`config.mk`:
```
export PLATFORM = sky130hd
export DESIGN_NAME = fwps_top
export DESIGN_NICKNAME = d
export VERILOG_FILES = /design/src/verilog/fwps_top.v
export VERILOG_INCLUDE_DIRS = /design/src /design/src/verilog
export SDC_FILE = /design/constraint.sdc
export NUM_CORES = 1
export LEC_CHECK = 0
export ABC_CLOCK_PERIOD_IN_PS = 3200
export BUFFER_PORTS_ARGS = -buffer_cell sky130_fd_sc_hd__buf_2
export CAP_MARGIN = 20
export CORE_MARGIN = 2
export CORE_UTILIZATION = 28
export DETAILED_ROUTE_END_ITERATION = 8
export GPL_TIMING_DRIVEN = 0
export PLACE_DENSITY = 0.54
export SYNTH_ARGS = -nofsm -noshare
export SYNTH_HDL_FRONTEND = slang
export SYNTH_SLANG_ARGS = --single-unit
```
`constraint.sdc`:
```
create_clock -name clk_i -period 3.2 [get_ports clk_i]
set_clock_uncertainty 0.1 [all_clocks]
set_input_delay 0.48 -clock clk_i [delete_from_list [all_inputs] [get_ports clk_i]]
set_output_delay 0.48 -clock clk_i [all_outputs]
set_load 0.05 [all_outputs]
```
`src/verilog/fwps_map.vh`:
```
// Register map, field positions, reset values and timing for the word program sequencer
`ifndef FWPS_MAP_VH
`define FWPS_MAP_VH

// ----------------------------------------
// Register byte offsets (word aligned)
// ----------------------------------------
`define FWPS_OFS_PTR_LOW      8'h00
`define FWPS_OFS_PTR_HIGH     8'h04
`define FWPS_OFS_PTR_UPPER    8'h08
`define FWPS_OFS_LATCH        8'h0C
`define FWPS_OFS_CONTROL      8'h10
`define FWPS_OFS_KEY          8'h14
`define FWPS_OFS_TABLE_OP     8'h18
`define FWPS_OFS_STATUS       8'h1C

// ----------------------------------------
// flash_control field positions
// ----------------------------------------
`define FWPS_CTL_GO           1
`define FWPS_CTL_WRITE_UNLOCK_ENABLE         2
`define FWPS_CTL_FAULT        3
`define FWPS_CTL_ERASE        4
`define FWPS_CTL_WORD         5
`define FWPS_CTL_IMPL_MASK    8'h3E

// ----------------------------------------
// Unlock key values
// ----------------------------------------
`define FWPS_KEY_FIRST        8'h55
`define FWPS_KEY_SECOND       8'hAA

// ----------------------------------------
// table_store_op pointer modes (data bits 1:0)
// ----------------------------------------
`define FWPS_TOP_KEEP         2'h0
`define FWPS_TOP_POST_INC     2'h1
`define FWPS_TOP_POST_DEC     2'h2
`define FWPS_TOP_PRE_INC      2'h3

// ----------------------------------------
// Reset values
// ----------------------------------------
`define FWPS_RST_BYTE         8'h00
`define FWPS_RST_PTR          22'h000000

// ----------------------------------------
// Timing
// ----------------------------------------
`define FWPS_CLK_PERIOD_NS    10
`define FWPS_PROG_TIME_NS     1000000
`define FWPS_PROG_CYCLES      (`FWPS_PROG_TIME_NS / `FWPS_CLK_PERIOD_NS)

`endif

```
`src/verilog/fwps_top.v`:
```
// Flash word program sequencer with classic Wishbone register slave
//
// The register offsets and the Wishbone interface to the registers were left to the implementer.
`timescale 1ns/1ns
`include "fwps_map.vh"

// Functional notes
// - word mode programs one two-byte word
// - write enable bit 2, word mode bit 5
// - go after unlock with enable starts write
// - CPU stalled for whole program cycle time
// - master clear or watchdog reset during write sets fault flag
// - erase bit4, fault bit3, go bit1, others zero
// - table pointer is 22 bits in three bytes
// - unlock key location stores nothing
// - internal timer ends write without software
// - holding registers never cleared by hardware
module fwps_top #(
    parameter                    PROG_CYCLES = `FWPS_PROG_CYCLES, // Program cycle length in clocks
    parameter                    HOLD_DEPTH  = 64                 // Number of holding bytes
) (
    input  wire                  clk_i,          // Core clock, 100 MHz
    input  wire                  rst_i,          // Device reset, sync, active high
    input  wire                  por_i,          // Power-on reset, clears fault flag
    input  wire                  master_clear_pin_reset_i,   // Reset cause: master clear pin
    input  wire                  wdt_reset_i,    // Reset cause: watchdog time-out
    input  wire                  wb_cyc_i,       // Wishbone cycle
    input  wire                  wb_stb_i,       // Wishbone strobe
    input  wire                  wb_we_i,        // Wishbone write enable
    input  wire [7:0]            wb_adr_i,       // Wishbone byte address
    input  wire [3:0]            wb_sel_i,       // Wishbone byte selects
    input  wire [31:0]           wb_dat_i,       // Wishbone write data
    output reg  [31:0]           wb_dat_o,       // Wishbone read data
    output reg                   wb_ack_o,       // Wishbone acknowledge
    output reg                   cpu_stall_o,    // Halts instruction execution
    output reg                   flash_write_o,  // Long write in progress
    output reg                   flash_word_o,   // Long write is single word
    output reg                   flash_erase_o,  // Long write is an erase
    output reg  [21:0]           flash_addr_o,   // Target address of long write
    output reg  [15:0]           flash_data_o    // Word data for word write
);

    // ----------------------------------------
    // Local constants and state encoding
    // ----------------------------------------
    // One-hot states; counter wide enough for the full cycle
    localparam                   AW       = $clog2(HOLD_DEPTH);
    localparam                   CW       = $clog2(PROG_CYCLES + 1);
    localparam [3:0]             S_IDLE   = 4'h1;
    localparam [3:0]             S_KEY1   = 4'h2;
    localparam [3:0]             S_ARMED  = 4'h4;
    localparam [3:0]             S_BUSY   = 4'h8;
    localparam [31:0]            CYC_LIM  = PROG_CYCLES - 1;
    localparam [CW-1:0]          CYC_LAST = CYC_LIM[CW-1:0];

    // ----------------------------------------
    // Address decode helper
    // ----------------------------------------
    function hit;
        input [7:0]              adr;
        input [7:0]              ofs;
        begin
            hit = (adr[7:2] == ofs[7:2]);
        end
    endfunction

    // ----------------------------------------
    // Registers
    // ----------------------------------------
    reg  [21:0]                  ptr_q;
    reg  [7:0]                   latch_q;
    reg                          write_unlock_enable_q;
    reg                          word_q;
    reg                          erase_q;
    reg                          go_q;
    reg                          fault_q;
    reg  [3:0]                   state_q;
    reg  [CW-1:0]                cnt_q;
    reg  [7:0]                   hold_q [0:HOLD_DEPTH-1];

    // ----------------------------------------
    // Bus decode
    // ----------------------------------------
    // New request: strobe up, not yet answered
    wire                         req    = wb_cyc_i & wb_stb_i & ~wb_ack_o;
    wire                         wr_req = req & wb_we_i & wb_sel_i[0];
    wire [7:0]                   wbyte  = wb_dat_i[7:0];
    // Per-register write strobes
    wire                         wr_ptr_l = wr_req & hit(wb_adr_i, `FWPS_OFS_PTR_LOW);
    wire                         wr_ptr_h = wr_req & hit(wb_adr_i, `FWPS_OFS_PTR_HIGH);
    wire                         wr_ptr_u = wr_req & hit(wb_adr_i, `FWPS_OFS_PTR_UPPER);
    wire                         wr_lat   = wr_req & hit(wb_adr_i, `FWPS_OFS_LATCH);
    wire                         wr_ctl   = wr_req & hit(wb_adr_i, `FWPS_OFS_CONTROL);
    wire                         wr_key   = wr_req & hit(wb_adr_i, `FWPS_OFS_KEY);
    wire                         wr_top   = wr_req & hit(wb_adr_i, `FWPS_OFS_TABLE_OP);
    // Write cycle state, go qualification and holding index
    wire                         busy     = state_q[3];
    wire                         go_ok    = wr_ctl & wbyte[`FWPS_CTL_GO] & wbyte[`FWPS_CTL_WRITE_UNLOCK_ENABLE]
                                            & state_q[2];
    wire [7:0]                   ctl_rd;
    wire [AW-1:0]                widx_hi = {ptr_q[AW-1:1], 1'b1};
    wire [AW-1:0]                widx_lo = {ptr_q[AW-1:1], 1'b0};

    // Control readback; bits 7, 6 and 0 read zero
    assign ctl_rd = {2'b00, word_q, erase_q, fault_q, write_unlock_enable_q, go_q, 1'b0};

    // ----------------------------------------
    // Wishbone acknowledge and read data
    // ----------------------------------------
    // One-cycle ack; read data stands with it
    always @(posedge clk_i) begin
        if (rst_i) begin
            wb_ack_o <= 1'b0;
            wb_dat_o <= 32'h0000_0000;
        end else begin
            wb_ack_o <= req;
            wb_dat_o <= 32'h0000_0000;
            if (req && !wb_we_i) begin
                if (hit(wb_adr_i, `FWPS_OFS_PTR_LOW))
                    wb_dat_o[7:0] <= ptr_q[7:0];
                else if (hit(wb_adr_i, `FWPS_OFS_PTR_HIGH))
                    wb_dat_o[7:0] <= ptr_q[15:8];
                else if (hit(wb_adr_i, `FWPS_OFS_PTR_UPPER))
                    wb_dat_o[7:0] <= {2'b00, ptr_q[21:16]};
                else if (hit(wb_adr_i, `FWPS_OFS_LATCH))
                    wb_dat_o[7:0] <= latch_q;
                else if (hit(wb_adr_i, `FWPS_OFS_CONTROL))
                    wb_dat_o[7:0] <= ctl_rd;
                else if (hit(wb_adr_i, `FWPS_OFS_STATUS))
                    wb_dat_o[3:0] <= state_q;
                // Key location and unmapped words read zero
            end
        end
    end

    // ----------------------------------------
    // Table pointer and table writes
    // ----------------------------------------
    // Pointer bytes, latch and pointer modes
    always @(posedge clk_i) begin
        if (rst_i) begin
            ptr_q   <= `FWPS_RST_PTR;
            latch_q <= `FWPS_RST_BYTE;
        end else begin
            if (wr_ptr_l)
                ptr_q[7:0] <= wbyte;
            if (wr_ptr_h)
                ptr_q[15:8] <= wbyte;
            if (wr_ptr_u)
                ptr_q[21:16] <= wbyte[5:0];
            if (wr_lat)
                latch_q <= wbyte;
            // Table store moves the pointer even while busy
            if (wr_top) begin
                case (wbyte[1:0])
                    `FWPS_TOP_POST_INC,
                    `FWPS_TOP_PRE_INC: begin
                        ptr_q <= ptr_q + 22'h000001;
                    end
                    `FWPS_TOP_POST_DEC: begin
                        ptr_q <= ptr_q - 22'h000001;
                    end
                    default: begin
                        ptr_q <= ptr_q;
                    end
                endcase
            end
        end
    end

    // Holding bytes: never cleared by reset or by a finished write
    always @(posedge clk_i) begin
        if (wr_top && !busy) begin
            if (wbyte[1:0] == `FWPS_TOP_PRE_INC)
                hold_q[ptr_q[AW-1:0] + {{(AW-1){1'b0}}, 1'b1}] <= latch_q;
            else
                hold_q[ptr_q[AW-1:0]] <= latch_q;
        end
    end

    // ----------------------------------------
    // Unlock sequence and write cycle control
    // ----------------------------------------
    // Key pair tracking, then the timed long write
    always @(posedge clk_i) begin
        if (rst_i) begin
            state_q <= S_IDLE;
            cnt_q   <= {CW{1'b0}};
        end else begin
            case (state_q)
                S_IDLE: begin
                    // First key opens the pair
                    if (wr_key && wbyte == `FWPS_KEY_FIRST)
                        state_q <= S_KEY1;
                end
                S_KEY1: begin
                    // Any other write but a repeated first key breaks the key pair
                    if (wr_key && wbyte == `FWPS_KEY_SECOND)
                        state_q <= S_ARMED;
                    else if (wr_req)
                        state_q <= (wr_key && wbyte == `FWPS_KEY_FIRST) ? S_KEY1 : S_IDLE;
                end
                S_ARMED: begin
                    // Only the very next write may carry go
                    if (go_ok) begin
                        state_q <= S_BUSY;
                        cnt_q   <= {CW{1'b0}};
                    end else if (wr_req) begin
                        state_q <= S_IDLE;
                    end
                end
                S_BUSY: begin
                    // Internal timer alone ends the cycle
                    if (cnt_q == CYC_LAST) begin
                        state_q <= S_IDLE;
                        cnt_q   <= {CW{1'b0}};
                    end else begin
                        cnt_q <= cnt_q + {{(CW-1){1'b0}}, 1'b1};
                    end
                end
                default: begin
                    state_q <= S_IDLE;
                    cnt_q   <= {CW{1'b0}};
                end
            endcase
        end
    end

    // ----------------------------------------
    // flash_control bits
    // ----------------------------------------
    // Fault flag: set by a master clear or watchdog reset that cuts a write
    always @(posedge clk_i) begin
        if (por_i) begin
            fault_q <= 1'b0;
        end else if (rst_i) begin
            // Master clear or watchdog reset during a long write leaves the fault mark
            if (busy && (master_clear_pin_reset_i || wdt_reset_i))
                fault_q <= 1'b1;
        end else if (wr_ctl && !wbyte[`FWPS_CTL_FAULT]) begin
            fault_q <= 1'b0;
        end
    end

    // Enable, mode and go bits; fields frozen while busy
    always @(posedge clk_i) begin
        if (rst_i) begin
            write_unlock_enable_q  <= 1'b0;
            word_q  <= 1'b0;
            erase_q <= 1'b0;
            go_q    <= 1'b0;
        end else begin
            if (wr_ctl && !busy) begin
                write_unlock_enable_q  <= wbyte[`FWPS_CTL_WRITE_UNLOCK_ENABLE];
                word_q  <= wbyte[`FWPS_CTL_WORD];
                erase_q <= wbyte[`FWPS_CTL_ERASE];
            end
            if (go_ok)
                go_q <= 1'b1;
            else if (busy && cnt_q == CYC_LAST)
                go_q <= 1'b0;
        end
    end

    // ----------------------------------------
    // Flash macro drive and CPU stall
    // ----------------------------------------
    // Targets captured at go, held for the whole cycle
    always @(posedge clk_i) begin
        if (rst_i) begin
            cpu_stall_o   <= 1'b0;
            flash_write_o <= 1'b0;
            flash_word_o  <= 1'b0;
            flash_erase_o <= 1'b0;
            flash_addr_o  <= `FWPS_RST_PTR;
            flash_data_o  <= 16'h0000;
        end else begin
            if (go_ok) begin
                cpu_stall_o   <= 1'b1;
                flash_write_o <= 1'b1;
                flash_word_o  <= word_q & ~erase_q;
                flash_erase_o <= erase_q;
                // Word target: even byte of the pair the pointer sits on
                flash_addr_o  <= word_q ? {ptr_q[21:1], 1'b0}
                                        : {ptr_q[21:AW], {AW{1'b0}}};
                flash_data_o  <= {hold_q[widx_hi], hold_q[widx_lo]};
            end else if (busy && cnt_q == CYC_LAST) begin
                cpu_stall_o   <= 1'b0;
                flash_write_o <= 1'b0;
            end
        end
    end

endmodule // fwps_top

```
==> results.json <==
{
  "hold_path_depth": 3,
  "cp.required_ns": 3.53,
  "grtUsageMet1_pct": 22.4,
  "die_w_um": 308,
  "status": "complete, no violations",
  "cts_root_buffer": "clkbuf_16",
  "clkSinkCount": 616,
  "drt_wl_total_mm": 76.5,
  "yosysWarnings": 0,
  "gp_congestion": 0.935,
  "drive_gt1_share_pct": 31.7,
  "insertion_delay_ns": 0.65,
  "synthFlopType": "edfxtp_1",
  "max-vdd-ir-drop_uv": 446,
  "grt_max_degree": 53,
  "num_vias": 15900,
  "ys_types": 83,
  "max_freq_ghz": 0.318,
  "grt_pass1_wl_mm": 110,
  "critPathLaunch": "ptr_q[3]",
  "cts_made_buffers": 61,
  "power.density_mw_per_mm2": 520,
  "final_antenna_net_count": 0,
  "setup_viol": 0,
  "crit_type": "reg2reg",
  "synth_edf_count": 512,
  "cap_violations": 0,
  "die_h_um": 308,
  "period_minus_slack_ns": 3.14,
  "grtUsageMet2_pct": 25.4,
  "synth_area_mm2": 0.0260,
  "worst_pin_slew_ns": 1.02,
  "rows": 111,
  "dpl.hpwl_mm": 52.5,
  "grt_util_all_layers_pct": 15.9,
  "hold_class": "in2reg",
  "start_kind": "flop",
  "grt_util_met3_pct": 2.32,
  "r2r_start": "ptr_q[3]",
  "syn_inst": 1621,
  "critPathCaptureType": "flop",
  "drc": 0,
  "port_buffers": 70,
  "clockBufferDepth": 3,
  "overflow": 0,
  "viasPerCell": 5.07,
  "core-area_mm2": 0.0918,
  "start_util_pct": 28.3,
  "relSlewSlack_pct": 32.2,
  "leakage_nw": 11.0,
  "htree_levels": 2,
  "crit_arrival_ns": 3.47,
  "avgSynthCellArea_um2": 16.0,
  "pin_count": 127,
  "final_cells": 3130,
  "tritoncts": "built",
  "dieArea_mm2": 0.0951,
  "grt-busiest-layer": "met2",
  "wl_per_cell_um": 24.4,
  "cts.clk_slew.worst_paths_ns": 0.07,
  "rrSetupSlack_ns": 0.06,
  "finalNetCount": 1892,
  "async_flop_share_pct": 0,
  "r2r-end": "hold_q[13][1]",
  "antenna_found_initial": 1,
  "first_pass_iters": 5,
  "hold_viol": 0,
  "area_growth_pct": 22.8,
  "dp.cells": 2968,
  "drt-initial-drc-count": 1756,
  "slew_viol_final": 0,
  "synth-seq-cells": 616,
  "grt_pass1_vias": 15700,
  "post-route-period-util_pct": 98.3,
  "worstPathMaxFanout": 10,
  "fin_hold_ws_ns": 0.0963,
  "diodes": 0,
  "finalPower_mw": 16.6,
  "cp-endpoint": "hold_q[13][1]",
  "yosysSeqAreaShare_pct": 67.3,
  "reg2regPathDepth": 9,
  "rsz0062_at_grt": "yes"
}
==> layer usage <==
| metal | vias up | wire, µm |
|---|---|---|
| met2 | 642 | 36100 |
| li1 | 6815 | - |
| met3 | 125 | 4770 |
| met4 | 0 | 2350 |
| met1 | 8288 | 33300 |
| met5 | - | 0 |
==> critical path: stages (launching register included) <==
cell and delay [ns]:
dfxtp_1 0.30, buf_2 0.25, clkbuf_4 0.32, buf_4 0.27
buf_4 0.32, o311a_1 0.32, mux2_2 0.39, nand2_2 0.41
nor2_4 0.09, buf_12 0.17
==> layout by cell type (no fill, tap or decap), types with 28 or more instances in the layout <==
cell type  instances
buf_4             48
nand2_1           88
clkbuf_16         61
nor2_4            64
dfxtp_1           96
mux4_2           165
a21oi_1           53
buf_12            43
nand3_1           28
buf_2             89
clkbuf_1          61
nor3_1            32
nor2_1           113
edfxtp_1         512
mux2i_1           33
==> power breakdown <==
| part | total (mW) | leakage (nW) | switching (mW) | internal, mW |
|---|---|---|---|---|
| combinational | 0.509 | 3.77 | 0.338 | 0.171 |
| sequential | 8.62 | 6.19 | 0.0419 | 8.57 |
| clock | 7.44 | 0.999 | 3.19 | 4.25 |
==> registers in the layout, indices dropped and copies added (netlist names) <==
name and count:
flash_write_o 1, latch_q 8, state_q 4, fault_q 1
flash_word_o 1, flash_data_o 16, word_q 1, ptr_q 22
wb_ack_o 1, flash_addr_o 21, erase_q 1, flash_erase_o 1
wb_dat_o 8, write_unlock_enable_q 1, hold_q 512, cnt_q 17
==> synth_stat cells, types with 4 or more instances <==
library cell,instances,area share (%)
a211oi_1,18,0.52
a21oi_1,54,1.0
a221oi_1,4,0.13
a22oi_1,7,0.20
a31oi_1,18,0.43
and2_1,10,0.24
and3_1,11,0.27
and4_1,7,0.24
buf_1,6,0.087
buf_2,31,0.60
buf_4,28,0.81
clkbuf_1,65,0.94
dfxtp_1,104,8.0
edfxtp_1,512,59
inv_1,10,0.14
mux2i_1,39,1.5
mux4_2,165,14
nand2_1,95,1.4
nand2b_1,5,0.12
nand3_1,28,0.54
nand3b_1,6,0.17
nand4_1,16,0.39
nor2_1,177,2.6
nor3_1,36,0.69
nor4_1,12,0.29
nor4b_1,5,0.17
o211ai_1,4,0.12
o21ai_0,14,0.27
o22ai_1,7,0.17
o31ai_1,4,0.12
o32ai_1,4,0.13
or3_1,6,0.14
xnor2_1,21,0.71
xor2_1,11,0.37
==> what timing repair did <==
item                       CTS  global route
pin swaps                   13            25
setup buffers               20            27
setup endpoints to repair  534           504
hold buffers                 1             0
gates cloned                 0             0
hold endpoints to repair     1             0
gates resized for setup    197            27
==> layout make-up <==
type	count	area, µm²
Fill cell	8662	59900
Sequential cell	616	17500
Multi-Input combinational cell	885	8650
Clock buffer	70	1560
Tap cell	1243	1560
Timing Repair Buffer	129	1300
Buffer	134	768
Clock inverter	43	522
Inverter	10	37.5
==> worst min-delay path by stage <==
stage / end / slack, ns / start
floorplan: flash_erase_o / 0.36 / erase_q
global placement: flash_addr_o[11] / 0.34 / flash_addr_o[11]
detailed placement: flash_addr_o[15] / 0.34 / flash_addr_o[15]
CTS: latch_q[2] / 0.05 / wb_dat_i[2]
global route: latch_q[3] / 0.09 / wb_dat_i[3]
finish: write_unlock_enable_q / 0.1 / wb_dat_i[2]
==> metrics by stage <==
| stage | cell area (µm²) | TNS (ns) | setup slack, ns | util (%) |
|---|---|---|---|---|
| 2_1_floorplan | 26000 | 0 | 0.0462 | - |
| 3_3_place_gp | 27900 | -585.00 | -1.46 | 30.4 |
| 3_5_place_dp | 28200 | -371.79 | -1.44 | 30.7 |
| 4_1_cts | 31300 | 0 | 0.00353 | 34.1 |
| 5_1_grt | 31900 | -1.78 | -0.0514 | 34.7 |
| 6_report | 31900 | 0 | 0.0558 | 34.7 |
==> cells by family (layout without fill, tap and decap cells) <==
| family | Yosys count | after routing | share of synthesized area [%] |
|---|---|---|---|
| AO/OA/AOI/OAI | 179 | 179 | 4.73 |
| XOR/XNOR | 32 | 32 | 1.08 |
| adder cells (fa/ha/maj) | 3 | 3 | 0.145 |
| buffers and inverters | 144 | 386 | 2.73 |
| flip-flops | 616 | 616 | 67.3 |
| multiplexers | 206 | 206 | 15.9 |
| other | 1 | 25 | 0.0144 |
| AND/OR/NAND/NOR | 440 | 440 | 8.13 |
Note: power is estimated with default switching activity, not from simulation.
